## config.mk

```make
export PLATFORM = sky130hd
export DESIGN_NAME = ccd_cfg_top
export DESIGN_NICKNAME = d
export VERILOG_FILES = /design/src/ccd_chop_delay.v /design/src/ccd_detect_win.v /design/src/ccd_cfg_top.v
export VERILOG_INCLUDE_DIRS = /design/src /design/src/src
export SDC_FILE = /design/constraint.sdc
export NUM_CORES = 1
export LEC_CHECK = 0
export BUFFER_PORTS_ARGS = -buffer_cell sky130_fd_sc_hd__buf_2
export CORE_MARGIN = 10
export CORE_UTILIZATION = 55
export DETAILED_ROUTE_END_ITERATION = 10
export PLACE_DENSITY = 0.85
export SYNTH_ARGS = -nofsm -noshare
export SYNTH_HDL_FRONTEND = slang
export SYNTH_HIERARCHICAL = 1
export SYNTH_SLANG_ARGS = --single-unit
```

## constraint.sdc

```tcl
create_clock -name core_clk -period 4.7 [get_ports core_clk]
set_input_delay 0.47 -clock core_clk [delete_from_list [all_inputs] [get_ports core_clk]]
set_output_delay 0.47 -clock core_clk [all_outputs]
set_load 0.01 [all_outputs]
```

## src/ccd_consts.vh

```
/*
 * Constants of the chop and current-detect configuration block: register
 * indices, field positions, reset values and window lengths.
 * Assumes inclusion by bare name from the design files of this block only.
 */
`ifndef CCD_CONSTS_VH
`define CCD_CONSTS_VH

// ----------------------------------------------------------------
// Register indices (plain port, word addressed)
// ----------------------------------------------------------------
`define CCD_OFS_GAIN_HI 8'h05
`define CCD_OFS_CFG 8'h06
`define CCD_OFS_THR_HI 8'h07
`define CCD_OFS_THR_LO 8'h08
`define CCD_OFS_IRQ_STAT 8'h10
`define CCD_OFS_IRQ_EN 8'h11
`define CCD_OFS_IRQ_CLR 8'h12
`define CCD_OFS_DET_STAT 8'h13

// ----------------------------------------------------------------
// Reset values
// ----------------------------------------------------------------
`define CCD_RST_GAIN_HI 16'h0000
`define CCD_RST_CFG 16'h0600
`define CCD_RST_THR 16'h0000
`define CCD_RST_IRQ 3'h0
`define CCD_RST_THR_LO 8'h00
`define CCD_RST_DCB 4'h0

// ----------------------------------------------------------------
// Field positions
// ----------------------------------------------------------------
`define CCD_GAIN4_MSB 2
`define CCD_GAIN4_LSB 0
`define CCD_CFG_DLY_MSB 12
`define CCD_CFG_DLY_LSB 9
`define CCD_CFG_CHOP_EN 8
`define CCD_CFG_ALLCH 7
`define CCD_CFG_NUM_MSB 6
`define CCD_CFG_NUM_LSB 4
`define CCD_CFG_LEN_MSB 3
`define CCD_CFG_LEN_LSB 1
`define CCD_CFG_DET_EN 0
`define CCD_THR_LO_MSB 15
`define CCD_THR_LO_LSB 8
`define CCD_DCB_MSB 3
`define CCD_DCB_LSB 0
`define CCD_IRQ_DETECT 0
`define CCD_IRQ_WINDOW 1
`define CCD_IRQ_SETTLE 2

// ----------------------------------------------------------------
// Counts
// ----------------------------------------------------------------
`define CCD_CHOP_BASE 17'h00002
`define CCD_WIN_LEN0 12'h080
`define CCD_WIN_LEN1 12'h100
`define CCD_WIN_LEN2 12'h200
`define CCD_WIN_LEN3 12'h300
`define CCD_WIN_LEN4 12'h500
`define CCD_WIN_LEN5 12'h700
`define CCD_WIN_LEN6 12'ha00
`define CCD_WIN_LEN7 12'he00
`define CCD_NUM_BASE 9'h001

`endif

```

## src/ccd_chop_delay.v

```verilog
/*
 * Global-chop settling delay: after a measurement request, waits the
 * selected number of modulator clock periods before starting.
 * Assumes mod_tick is a one-cycle strobe per modulator clock period.
 */
`include "ccd_consts.vh"

module ccd_chop_delay (
    input wire core_clk,
    input wire rst_n,
    input wire ce,
    input wire chop_en,
    input wire [3:0] dly_sel,
    input wire meas_req,
    input wire mod_tick,
    output reg meas_start_r,
    output reg settling_r
);

    localparam ST_IDLE = 1'b0;
    localparam ST_WAIT = 1'b1;

    reg state_r;
    reg [16:0] cnt_r;
    reg [16:0] target_r;

    // ----------------------------------------------------------------
    // Settle sequencer
    // ----------------------------------------------------------------
    always @(posedge core_clk) begin
        if (!rst_n) begin
            state_r <= ST_IDLE;
            cnt_r <= 17'h00000;
            target_r <= 17'h00000;
            meas_start_r <= 1'b0;
            settling_r <= 1'b0;
        end else if (ce) begin
            meas_start_r <= 1'b0;
            case (state_r)
                ST_IDLE: begin
                    if (meas_req) begin
                        if (chop_en) begin
                            target_r <= `CCD_CHOP_BASE << dly_sel;
                            cnt_r <= 17'h00000;
                            settling_r <= 1'b1;
                            state_r <= ST_WAIT;
                        end else begin
                            meas_start_r <= 1'b1;
                        end
                    end
                end
                ST_WAIT: begin
                    // Requests during the wait are absorbed, not queued
                    if (mod_tick) begin
                        if (cnt_r + 17'h00001 == target_r) begin
                            meas_start_r <= 1'b1;
                            settling_r <= 1'b0;
                            state_r <= ST_IDLE;
                        end else begin
                            cnt_r <= cnt_r + 17'h00001;
                        end
                    end
                end
                default: begin
                    state_r <= ST_IDLE;
                    settling_r <= 1'b0;
                end
            endcase
        end
    end

endmodule // ccd_chop_delay

```

## src/ccd_detect_win.v

```verilog
/*
 * Current-detect measurement window: counts conversion periods and
 * threshold exceedances, flags a detection and the end of each window.
 * Assumes conv_valid is a one-cycle strobe per conversion period.
 */
`include "ccd_consts.vh"

module ccd_detect_win (
    input wire core_clk,
    input wire rst_n,
    input wire ce,
    input wire enable,
    input wire [2:0] len_sel,
    input wire [2:0] num_sel,
    input wire conv_valid,
    input wire hit,
    output reg detect_r,
    output reg window_done_r,
    output reg [8:0] exceed_cnt_r,
    output reg [11:0] window_cnt_r
);

    reg [11:0] win_len;
    wire [8:0] need = `CCD_NUM_BASE << num_sel;
    wire [8:0] exc_inc = exceed_cnt_r + 9'h001;
    wire last_conv = (window_cnt_r + 12'h001) == win_len;

    always @* begin
        case (len_sel)
            3'h0: win_len = `CCD_WIN_LEN0;
            3'h1: win_len = `CCD_WIN_LEN1;
            3'h2: win_len = `CCD_WIN_LEN2;
            3'h3: win_len = `CCD_WIN_LEN3;
            3'h4: win_len = `CCD_WIN_LEN4;
            3'h5: win_len = `CCD_WIN_LEN5;
            3'h6: win_len = `CCD_WIN_LEN6;
            default: win_len = `CCD_WIN_LEN7;
        endcase
    end

    // ----------------------------------------------------------------
    // Window and exceedance counters
    // ----------------------------------------------------------------
    always @(posedge core_clk) begin
        if (!rst_n) begin
            detect_r <= 1'b0;
            window_done_r <= 1'b0;
            exceed_cnt_r <= 9'h000;
            window_cnt_r <= 12'h000;
        end else if (ce) begin
            detect_r <= 1'b0;
            window_done_r <= 1'b0;
            if (!enable) begin
                exceed_cnt_r <= 9'h000;
                window_cnt_r <= 12'h000;
            end else if (conv_valid) begin
                // One detection per window: the count stops at the target
                if (hit && exceed_cnt_r != need) begin
                    exceed_cnt_r <= exc_inc;
                    if (exc_inc == need) begin
                        detect_r <= 1'b1;
                    end
                end
                if (last_conv) begin
                    window_done_r <= 1'b1;
                    window_cnt_r <= 12'h000;
                    exceed_cnt_r <= 9'h000;
                end else begin
                    window_cnt_r <= window_cnt_r + 12'h001;
                end
            end
        end
    end

endmodule // ccd_detect_win

```

## src/ccd_cfg_top.v

```verilog
/*
 * Chop and current-detect configuration block: register file for the
 * upper gain word, the global configuration word and the detect
 * threshold, plus the chop settle and current-detect logic they steer.
 * Assumes a single 200 MHz core clock, channel results and strobes
 * synchronous to it, and a register master that never waits.
 */
// The plain strobed port was chosen for this implementation.
`include "ccd_consts.vh"

// How it works
// - Gain code 000b..111b of channel 4 selects amplifier gain 1 to 128.
// - Configuration word sits at index 06h and resets to 0600h.
// - With chop on, wait 2 to 65536 modulator periods before measuring.
// - Bit 7 low: any channel exceeding triggers; high: all channels must.
// - Detection declared after 1 to 128 exceedances, chosen by bits 6:4.
// - Window lasts 128 to 3584 conversion periods, chosen by bits 3:1.
// - Current-detect runs only while bit 0 is set; off after reset.
// - Results compared with a 24-bit signed threshold split over two registers.
// - Upper gain register holding channels 4 to 7 sits at index 5h.
module ccd_cfg_top (
    input wire core_clk,
    input wire rst_n,
    input wire ce,
    input wire [7:0] reg_addr,
    input wire [15:0] reg_wdata,
    input wire reg_wr,
    input wire reg_rd,
    output reg [15:0] reg_rdata_r,
    input wire mod_tick,
    input wire meas_req,
    input wire conv_valid,
    input wire [191:0] ch_data,
    output reg [2:0] ch4_gain_sel_r,
    output reg [7:0] ch4_gain_factor_r,
    output wire [15:0] upper_channel_gain,
    output wire chop_enable,
    output wire [3:0] chop_settle_delay,
    output wire detect_all_channels,
    output wire [2:0] detect_exceed_count,
    output wire [2:0] detect_window_length,
    output wire detect_mode_enable,
    output wire [3:0] dc_block_sel,
    output wire meas_start,
    output wire settling,
    output wire detect_pulse,
    output wire window_done,
    output wire irq
);

    localparam NCH = 8;
    localparam SW = 24;

    // ----------------------------------------------------------------
    // Register storage
    // ----------------------------------------------------------------
    reg [15:0] upper_channel_gain_r;
    reg [15:0] global_chop_detect_config_r;
    reg [15:0] detect_threshold_hi_r;
    reg [7:0] detect_threshold_lo_r;
    reg [3:0] dc_block_r;
    reg [2:0] irq_stat_r;
    reg [2:0] irq_en_r;
    reg [2:0] irq_stat_nxt;
    reg [15:0] rdata_nxt;

    wire [23:0] threshold;
    wire [NCH-1:0] exceed;
    wire any_hit;
    wire all_hit;
    wire hit;
    wire [2:0] events;
    wire [8:0] exceed_cnt;

    wire wr_gain = reg_wr && (reg_addr == `CCD_OFS_GAIN_HI);
    wire wr_cfg = reg_wr && (reg_addr == `CCD_OFS_CFG);
    wire wr_thr_hi = reg_wr && (reg_addr == `CCD_OFS_THR_HI);
    wire wr_thr_lo = reg_wr && (reg_addr == `CCD_OFS_THR_LO);
    wire wr_irq_en = reg_wr && (reg_addr == `CCD_OFS_IRQ_EN);
    wire wr_irq_clr = reg_wr && (reg_addr == `CCD_OFS_IRQ_CLR);

    // Reserved bits of the gain and config words are stored as written; the host keeps them zero
    always @(posedge core_clk) begin
        if (!rst_n) begin
            upper_channel_gain_r <= `CCD_RST_GAIN_HI;
            global_chop_detect_config_r <= `CCD_RST_CFG;
            detect_threshold_hi_r <= `CCD_RST_THR;
            detect_threshold_lo_r <= `CCD_RST_THR_LO;
            dc_block_r <= `CCD_RST_DCB;
        end else if (ce) begin
            if (wr_gain) begin
                upper_channel_gain_r <= reg_wdata;
            end
            if (wr_cfg) begin
                global_chop_detect_config_r <= reg_wdata;
            end
            if (wr_thr_hi) begin
                detect_threshold_hi_r <= reg_wdata;
            end
            if (wr_thr_lo) begin
                detect_threshold_lo_r <= reg_wdata[`CCD_THR_LO_MSB:`CCD_THR_LO_LSB];
                dc_block_r <= reg_wdata[`CCD_DCB_MSB:`CCD_DCB_LSB];
            end
        end
    end

    // ----------------------------------------------------------------
    // Field outputs
    // ----------------------------------------------------------------
    assign upper_channel_gain = upper_channel_gain_r;
    assign chop_enable = global_chop_detect_config_r[`CCD_CFG_CHOP_EN];
    assign chop_settle_delay = global_chop_detect_config_r[`CCD_CFG_DLY_MSB:`CCD_CFG_DLY_LSB];
    assign detect_all_channels = global_chop_detect_config_r[`CCD_CFG_ALLCH];
    assign detect_exceed_count = global_chop_detect_config_r[`CCD_CFG_NUM_MSB:`CCD_CFG_NUM_LSB];
    assign detect_window_length = global_chop_detect_config_r[`CCD_CFG_LEN_MSB:`CCD_CFG_LEN_LSB];
    assign detect_mode_enable = global_chop_detect_config_r[`CCD_CFG_DET_EN];
    assign dc_block_sel = dc_block_r;

    // ----------------------------------------------------------------
    // Channel 4 gain decode
    // ----------------------------------------------------------------
    // Registered so the amplifier sees a glitch-free code one cycle after
    // the register write
    always @(posedge core_clk) begin
        if (!rst_n) begin
            ch4_gain_sel_r <= 3'h0;
            ch4_gain_factor_r <= 8'h01;
        end else if (ce) begin
            ch4_gain_sel_r <= upper_channel_gain_r[`CCD_GAIN4_MSB:`CCD_GAIN4_LSB];
            ch4_gain_factor_r <= 8'h01 << upper_channel_gain_r[`CCD_GAIN4_MSB:`CCD_GAIN4_LSB];
        end
    end

    // ----------------------------------------------------------------
    // Threshold comparison per channel
    // ----------------------------------------------------------------
    assign threshold = {detect_threshold_hi_r, detect_threshold_lo_r};

    genvar gi;
    generate
        for (gi = 0; gi < NCH; gi = gi + 1) begin : g_cmp
            // Signed compare: a result counts only when above the threshold
            assign exceed[gi] = $signed(ch_data[gi*SW +: SW]) > $signed(threshold);
        end
    endgenerate

    assign any_hit = |exceed;
    assign all_hit = &exceed;
    assign hit = detect_all_channels ? all_hit : any_hit;

    // ----------------------------------------------------------------
    // Chop settle and detect window
    // ----------------------------------------------------------------
    ccd_chop_delay u_chop (
        .core_clk(core_clk),
        .rst_n(rst_n),
        .ce(ce),
        .chop_en(chop_enable),
        .dly_sel(chop_settle_delay),
        .meas_req(meas_req),
        .mod_tick(mod_tick),
        .meas_start_r(meas_start),
        .settling_r(settling)
    );

    ccd_detect_win u_det (
        .core_clk(core_clk),
        .rst_n(rst_n),
        .ce(ce),
        .enable(detect_mode_enable),
        .len_sel(detect_window_length),
        .num_sel(detect_exceed_count),
        .conv_valid(conv_valid),
        .hit(hit),
        .detect_r(detect_pulse),
        .window_done_r(window_done),
        .exceed_cnt_r(exceed_cnt),
        .window_cnt_r()
    );

    // ----------------------------------------------------------------
    // Interrupts
    // ----------------------------------------------------------------
    assign events = {meas_start & chop_enable, window_done, detect_pulse};

    // A new event in the clear cycle survives: set is applied after clear
    always @* begin
        irq_stat_nxt = irq_stat_r;
        if (wr_irq_clr) begin
            irq_stat_nxt = irq_stat_nxt & ~reg_wdata[2:0];
        end
        irq_stat_nxt = irq_stat_nxt | events;
    end

    always @(posedge core_clk) begin
        if (!rst_n) begin
            irq_stat_r <= `CCD_RST_IRQ;
            irq_en_r <= `CCD_RST_IRQ;
        end else if (ce) begin
            irq_stat_r <= irq_stat_nxt;
            if (wr_irq_en) begin
                irq_en_r <= reg_wdata[2:0];
            end
        end
    end

    assign irq = |(irq_stat_r & irq_en_r);

    // ----------------------------------------------------------------
    // Read path
    // ----------------------------------------------------------------
    always @* begin
        rdata_nxt = 16'h0000;
        case (reg_addr)
            `CCD_OFS_GAIN_HI: rdata_nxt = upper_channel_gain_r;
            `CCD_OFS_CFG: rdata_nxt = global_chop_detect_config_r;
            `CCD_OFS_THR_HI: rdata_nxt = detect_threshold_hi_r;
            `CCD_OFS_THR_LO: rdata_nxt = {detect_threshold_lo_r, 4'h0, dc_block_r};
            `CCD_OFS_IRQ_STAT: rdata_nxt = {13'h0000, irq_stat_r};
            `CCD_OFS_IRQ_EN: rdata_nxt = {13'h0000, irq_en_r};
            `CCD_OFS_DET_STAT: rdata_nxt = {5'h00, settling, detect_mode_enable, exceed_cnt};
            default: rdata_nxt = 16'h0000;
        endcase
    end

    // Data stands only in the cycle after the read strobe
    always @(posedge core_clk) begin
        if (!rst_n) begin
            reg_rdata_r <= 16'h0000;
        end else if (ce) begin
            reg_rdata_r <= reg_rd ? rdata_nxt : 16'h0000;
        end
    end

endmodule // ccd_cfg_top

```

==> flow_summary_export.csv, run 1 <==
group,metric,value,unit
final_layout,syn_to_final_growth,16.5,%
yosys,synth-seq-cells,152,
power_and_ir_drop,seqPwrFrac,0.400,
yosys,synth_top_area_cell,"dfxtp_1",
route,vias,14078,
global_route,grt_use_total,0.298,
setup_path,r2r_setup_slack,0.17,ns
yosys,ys.flop_type,"dfxtp_1",
timing,skew,0.0120,ns
placed_design,dp.cells,2190,
setup_path,crit_top_cell,"nand3_1",
power_and_ir_drop,vdd_drop_max,0.201,mV
cts,cts_buffers,17,
yosys,synth_top_family_by_area,"simple AND/OR/NAND/NOR gates",
timing,fin_tns_setup,0,ns
setup_path,setup.worst_path.start,"detect_threshold_hi_r[15]$_SDFFE_PN0P_",
floorplanning,die_x,174,um
job,maxCapViolations,0,
yosys,synthAdderAreaFrac,0.188,
yosys,syn_nets,2084,
cts,cts.hold.buffers_added,0,
setup_path,critical_path_peak_fanout,8,
route,drt_iter0_drc,1609,
route,ant_nets,0,
floorplanning,io_pins,289,
cts,cts_tree,"done",
route,routed_wl,47.2,mm
run_status,outcome,"completed",
final_layout,final_common_cell,"buf_2",
global_route,grt_pass1_wl,73.2,mm
floorplanning,core_area,23300,um2
power_and_ir_drop,powerDensity,214,nW/um2
final_layout,final_core_util,0.648,
power_and_ir_drop,p_sw_frac,0.249,
final_layout,finalNonFillerCells,2226,
cts,insertion_delay,0.44,ns
timing,worst_pin_slew,0.865,ns
final_layout,nNetsFinal,2309,
setup_path,reg2reg_depth,16,
timing,setup_violations,0,
route,routed_via_density,6.32,
final_layout,n_fill_cell,2007,
yosys,synth-xor-area-share,0.0220,
yosys,synthCells,1665,
timing,final.setup.worst_slack,0.172,ns
setup_path,regToRegEndpoint,"u_det/exceed_cnt_r[6]$_SDFFE_PN0P_",
setup_path,path_depth,16,
global_route,antenna_found_initial,5,
setup_path,cp-start-kind,"flop",
cts,cts-root-buf,"clkbuf_16",
yosys,yosysWarnings,6,
yosys,async_flop_share,0,
power_and_ir_drop,p_int,2.43,mW
floorplanning,die_h,174,um
global_route,grt_start_max_net_pins,99,
final_layout,drive_gt1_frac,0.195,
yosys,avgSynthCellArea,7.79,um2
yosys,synth-compound-area-share,0.222,
cts,htreeDepth,4,
timing,slew-limit-headroom,0.424,
timing,slew_violations,0,
global_route,grt_overflow,0,
yosys,yosys-top-cells-area,"dfxtp_1, ha_1, nand2_1, a21oi_1, a21boi_0",
yosys,muxShareOfSynthArea,0.0261,
power_and_ir_drop,leakage,6.08,nW
setup_path,cp_top_family,"simple AND/OR/NAND/NOR gates",
setup_path,crit_buf_inv,2,
yosys,yosysTopAreaCellShare,0.234,
timing,period_share,0.963,
setup_path,cp.arrival,4.89,ns
yosys,mappedNetlistArea,13000,um2
cts,clock_path_buffers,2,
final_layout,mostFrequentLayoutCells,"buf_2, nand2_1, ha_1",
setup_path,required,5.06,ns
floorplanning,row_count,56,
floorplanning,start_util,0.556,
yosys,synthSimpleGateAreaFrac,0.251,
floorplanning,dieArea,30100,um2
global_route,grt_pass1_vias,13851,
placed_design,gp_congestion,0.997,
placed_design,post-place-ws,0.137,ns
route,routedWlPerCell,21.2,um
setup_path,cp-end-kind,"flop",
setup_path,max_stage_delay,0.65,ns
yosys,ys_seq_area_frac,0.234,
power_and_ir_drop,p_comb_frac,0.134,
route,drt_pass1_iterations,6,
timing,finalHoldViolCount,0,
cts,path_clk_slew,0.06,ns
route,drc,0,
placed_design,dp_hpwl,36.1,mm
setup_path,crit_type,"flop to flop",
timing,fin_crit,4.53,ns
worst_hold_path,hold_path.class,"input pin to flop",
timing,hold_slack,0.305,ns
placed_design,io_buffers,288,
power_and_ir_drop,power.switching,0.804,mW
power_and_ir_drop,clkPwrFrac,0.466,
setup_path,cp-endpoint,"u_det/exceed_cnt_r[6]$_SDFFE_PN0P_",
yosys,synth_edf_count,0,
setup_path,rr_startpoint,"detect_threshold_hi_r[15]$_SDFFE_PN0P_",
setup_path,crit_chain,"inv_1 > ha_1 > nand4_1 > nor4_2 > o31ai_1 > nand3_1 > xnor2_1 > and2_1 > nand3_1 > o41ai_1 > buf_4 > o41ai_4 > nor2_1 > nand3_1 > or3_1 > o21ai_0",
yosys,synth.distinct_cells,86,
timing,fmax,221,MHz
cts,cts_sinks,152,
setup_path,cp_slowest_cell,"nor4_2",
-- state kept, by name (all words and copies together), names as in the netlist, 3 cells and up --
name / flops
ch4_gain_sel_r: 3
irq_en_r: 3
dc_block_sel: 4
global_chop_detect_config_r: 16
irq_stat_r: 3
u_chop/target_r: 16
reg_rdata_r: 16
u_det/exceed_cnt_r: 9
u_chop/cnt_r: 17
upper_channel_gain: 16
u_det/window_cnt_r: 12
detect_threshold_hi_r: 16
ch4_gain_factor_r: 8
detect_threshold_lo_r: 8
-- power groups by stage --
stage | Clock, mW | Combinational (mW) | Sequential (mW)
global placement | 0 | 0.404 | 1.32
floorplan | 0 | 0.224 | 1.32
detailed placement | 0 | 0.418 | 1.32
finish | 1.51 | 0.433 | 1.29
global route | 1.57 | 0.478 | 1.29
CTS | 1.51 | 0.421 | 1.29
-- synthesized netlist by cell type, types with 15 or more instances --
cell,instances
a21oi_1,146
nand4_1,76
dfxtp_1,152
ha_1,195
nand2_1,254
nor2_1,72
a31oi_1,16
nand2b_1,16
buf_4,17
inv_1,71
o21ai_0,40
and3_1,15
o211ai_1,21
mux2i_1,17
clkbuf_1,58
a21o_1,16
nor2b_1,26
o22ai_1,27
nor3_1,32
nand3_1,71
a22oi_1,18
xor2_1,17
and2_1,29
a21boi_0,65
-- stage by stage --
| stage | total power [mW] | area, um2 |
|---|---|---|
| after floorplan | 1.54 | 13000 |
| after global placement | 1.73 | 14400 |
| after detailed placement | 1.74 | 14400 |
| after CTS | 3.23 | 15100 |
| after global routing | 3.34 | 15100 |
| final | 3.23 | 15100 |
-- cell type report --
type,count,area (um2),share of cell area
clock buffer,22,484,0.0320
sequential,152,3040,0.201
inverter,72,270,0.0179
tap,319,399,0.0264
timing repair buffer,301,1540,0.102
antenna,4,10.0,0.000662
clock inverter,10,164,0.0108
multi-input combinational,1346,9200,0.609
-- worst reg2reg max path, cell delays in order, from the launching register on --
cell	delay (ns)
dfxtp_1	0.35
inv_1	0.21
ha_1	0.44
nand4_1	0.23
nor4_2	0.65
o31ai_1	0.31
nand3_1	0.19
xnor2_1	0.18
and2_1	0.16
nand3_1	0.08
o41ai_1	0.50
buf_4	0.23
o41ai_4	0.12
nor2_1	0.11
nand3_1	0.22
or3_1	0.41
o21ai_0	0.07
-- worst min-delay path by stage --
stage                                                       startpoint                                           end  slack, ns  cells after the start
after CTS                                                   conv_valid            u_det/window_cnt_r[3]$_SDFFE_PN0P_       0.30                      2
after global placement    global_chop_detect_config_r[14]$_SDFFE_PN0P_  global_chop_detect_config_r[14]$_SDFFE_PN0P_       0.45                      2
after global routing                                        conv_valid            u_det/window_cnt_r[3]$_SDFFE_PN0P_       0.32                      2
final                                                       conv_valid            u_det/window_cnt_r[4]$_SDFFE_PN0P_       0.31                      2
after floorplan           global_chop_detect_config_r[13]$_SDFFE_PN0P_  global_chop_detect_config_r[13]$_SDFFE_PN0P_       0.44                      2
after detailed placement  global_chop_detect_config_r[15]$_SDFFE_PN0P_  global_chop_detect_config_r[15]$_SDFFE_PN0P_       0.46                      2
-- timing repair --
item | CTS | global route
gates resized for setup | 0 | 1
setup buffers | 0 | 0
endpoints found under the setup margin | 0 | 8
-- cells by family after synthesis --
kind of cell	Yosys count
buffers and inverters	167
flip-flops	152
AND/OR/NAND/NOR	654
multiplexers	32
AO/OA/AOI/OAI	434
XOR/XNOR	31
adder cells (fa/ha/maj)	195
-- per-layer routing --
layer  up-vias  share of wire  track usage
met5         -        0.00028            0
met4         2          0.052        0.159
met3       177          0.085       0.0699
met2       736           0.46        0.483
met1      6581           0.40        0.359
li1       6582              -            -
Power figures use the tool's default switching activity.
==> run 2, diff against run 1 <==
--- a/config.mk
+++ b/config.mk
@@ -11,6 +11,7 @@
 export CORE_UTILIZATION = 55
 export DETAILED_ROUTE_END_ITERATION = 10
 export PLACE_DENSITY = 0.85
+export SLEW_MARGIN = 10
 export SYNTH_ARGS = -nofsm -noshare
 export SYNTH_HDL_FRONTEND = slang
 export SYNTH_HIERARCHICAL = 1
==> constraint.sdc (replaced) <==
create_clock -name core_clk -period 5.5 [get_ports core_clk]
set_input_delay 0.55 -clock core_clk [delete_from_list [all_inputs] [get_ports core_clk]]
set_output_delay 0.55 -clock core_clk [all_outputs]
set_load 0.01 [all_outputs]
==> run 2 against run 1 <==
  * Design area is 0.82% lower
  * Fmax is 13% lower
  * Combinational power fell by 16%
  * Clock skew down 0.0021 ns
  * Critical path depth decreased by 1
  * Register-to-register slack improved by 0.12 ns
  * Power shrank 19%
  * Wire length down 1.4%
  * Final cell count down 0.31%
  * Sequential cell count unchanged
  * Largest power group unchanged
==> flow_summary_export.csv, run 2 (same netlist as run 1, synthesis figures left out) <==
group,metric,value,unit
setup_path,crit_chain,"inv_1 > ha_1 > nand4_1 > nor4_1 > o31ai_1 > nand3_1 > xnor2_1 > and2_1 > nand3_1 > o41ai_1 > o41ai_4 > nor2_1 > nand3_1 > or3_1 > o21ai_0",
route,routed_via_density,6.28,
cts,cts_tree,"done",
setup_path,cp_slowest_cell,"o41ai_1",
timing,finalHoldViolCount,0,
timing,slew-limit-headroom,0.270,
final_layout,final_common_cell,"buf_2",
floorplanning,start_util,0.556,
placed_design,gp_congestion,0.977,
final_layout,top_register,"u_chop/cnt_r",
global_route,grt_start_max_net_pins,76,
power_and_ir_drop,powerDensity,175,nW/um2
floorplanning,row_count,56,
setup_path,critical_path_peak_fanout,8,
route,vias,13934,
cts,cts-root-buf,"clkbuf_16",
cts,path_clk_slew,0.07,ns
timing,skew,0.00999,ns
final_layout,largest_reg_flops,17,
timing,slew_violations,0,
placed_design,dp_hpwl,36.0,mm
setup_path,max_stage_delay,0.98,ns
timing,worst_pin_slew,1.08,ns
final_layout,drive_gt1_frac,0.193,
cts,htreeDepth,4,
setup_path,required,5.87,ns
timing,fin_tns_setup,0,ns
setup_path,crit_type,"flop to flop",
global_route,grt_overflow,0,
power_and_ir_drop,seqPwrFrac,0.421,
global_route,grt_pass1_vias,13335,
power_and_ir_drop,p_comb_frac,0.139,
setup_path,crit_top_cell,"nand3_1",
route,ant_nets,0,
cts,cts_sinks,152,
final_layout,mostFrequentLayoutCells,"buf_2, nand2_1, ha_1",
power_and_ir_drop,vdd_drop_max,0.193,mV
power_and_ir_drop,power.switching,0.715,mW
job,maxCapViolations,0,
global_route,antenna_found_initial,4,
floorplanning,io_pins,289,
route,routed_wl,46.5,mm
route,drt_pass1_iterations,6,
power_and_ir_drop,p_sw_frac,0.272,
final_layout,syn_to_final_growth,15.5,%
timing,fin_crit,5.20,ns
cts,insertion_delay,0.44,ns
timing,fmax,192,MHz
power_and_ir_drop,leakage,6.01,nW
timing,setup_violations,0,
placed_design,io_buffers,288,
cts,ctsResizeCount,0,
cts,postCtsSetupBuffers,0,
power_and_ir_drop,total_power,2.62,mW
floorplanning,die_x,174,um
power_and_ir_drop,clkPwrFrac,0.440,
cts,clock_path_buffers,2,
timing,rsz0062_at_grt,"false",
floorplanning,core_area,23300,um2
timing,period_share,0.946,
power_and_ir_drop,p_int,1.91,mW
setup_path,cp.arrival,5.57,ns
run_status,outcome,"completed",
cts,cts_buffers,17,
worst_hold_path,hold_path.class,"input pin to flop",
global_route,grt_pass1_wl,72.5,mm
route,drc,0,
setup_path,cp-start-kind,"flop",
floorplanning,dieArea,30100,um2
global_route,grt_use_total,0.294,
cts,cts.hold.buffers_added,0,
final_layout,nNetsFinal,2303,
route,drt_iter0_drc,1692,
floorplanning,die_h,174,um
route,routedWlPerCell,21.0,um
setup_path,cp-end-kind,"flop",
run 2: cell count changes in the layout (fill, tap and decap cells not counted), moves of 2 or more:
cell / delta
clkinv_4: +2
inv_6: +3
clkbuf_8: -3
buf_4: -6
bufinv_16: -3
clkinvlp_4: +2
run 2: final timing paths:
check                                          startpoint                                           end  slack (ns)  cells past startpoint
max reg2reg        detect_threshold_hi_r[15]$_SDFFE_PN0P_            u_det/exceed_cnt_r[6]$_SDFFE_PN0P_        0.30                     15
max                detect_threshold_hi_r[15]$_SDFFE_PN0P_            u_det/exceed_cnt_r[6]$_SDFFE_PN0P_        0.30                     15
min                                            conv_valid            u_det/window_cnt_r[3]$_SDFFE_PN0P_        0.37                      2
min reg2reg  global_chop_detect_config_r[15]$_SDFFE_PN0P_  global_chop_detect_config_r[15]$_SDFFE_PN0P_        0.47                      2
run 2: final cells by class:
cell class                 count  area [um2]
antenna                        3        7.51
sequential                   152        3040
inverter                      72         270
clock buffer                  18         439
fill                        2046        8340
multi-input combinational   1346        9200
clock inverter                14         139
timing repair buffer         295        1490
tap                          319         399
run 2: critical path, delay by kind of cell, from the launching register on:
kind	cells	cell delay, ns
xor gates and xnor gates	1	0.19
buffers and inverters	1	0.23
DFF	1	0.35
AOI/OAI and AO/OA	4	1.70
and+or+nand+nor	8	2.21
adders and majority gates	1	0.45
run 2: layer usage:
layer,global-route usage,part of all wire,vias to the layer above,routed length [um]
li1,-,-,6581,-
met1,0.364,0.41,6491,19000
met2,0.479,0.46,726,21600
met3,0.0634,0.084,134,3890
met4,0.140,0.044,2,2040
met5,0,0.00028,-,13
run 2: power groups by stage:
stage	logic [mW]	clock network, mW	registers (mW)
2_1_floorplan	0.191	0	1.13
3_3_place_gp	0.343	0	1.13
3_5_place_dp	0.355	0	1.13
4_1_cts	0.357	1.16	1.10
5_1_grt	0.405	1.22	1.10
6_report	0.365	1.16	1.10
run 2: per-stage QoR:
| stage | cells | hold slack [ns] | area [um2] | worst slack, ns | utilization |
|---|---|---|---|---|---|
| CTS | 2216 | 0.350 | 15000 | 0.511 | 0.642 |
| global route | 2219 | 0.375 | 15000 | 0.157 | 0.642 |
| detailed placement | 2184 | 0.460 | 14400 | 0.522 | 0.617 |
| floorplan | 1665 | 0.443 | 13000 | 1.83 | - |
| global placement | 2184 | 0.453 | 14400 | 0.590 | 0.617 |
| finish | 2219 | 0.369 | 15000 | 0.295 | 0.642 |
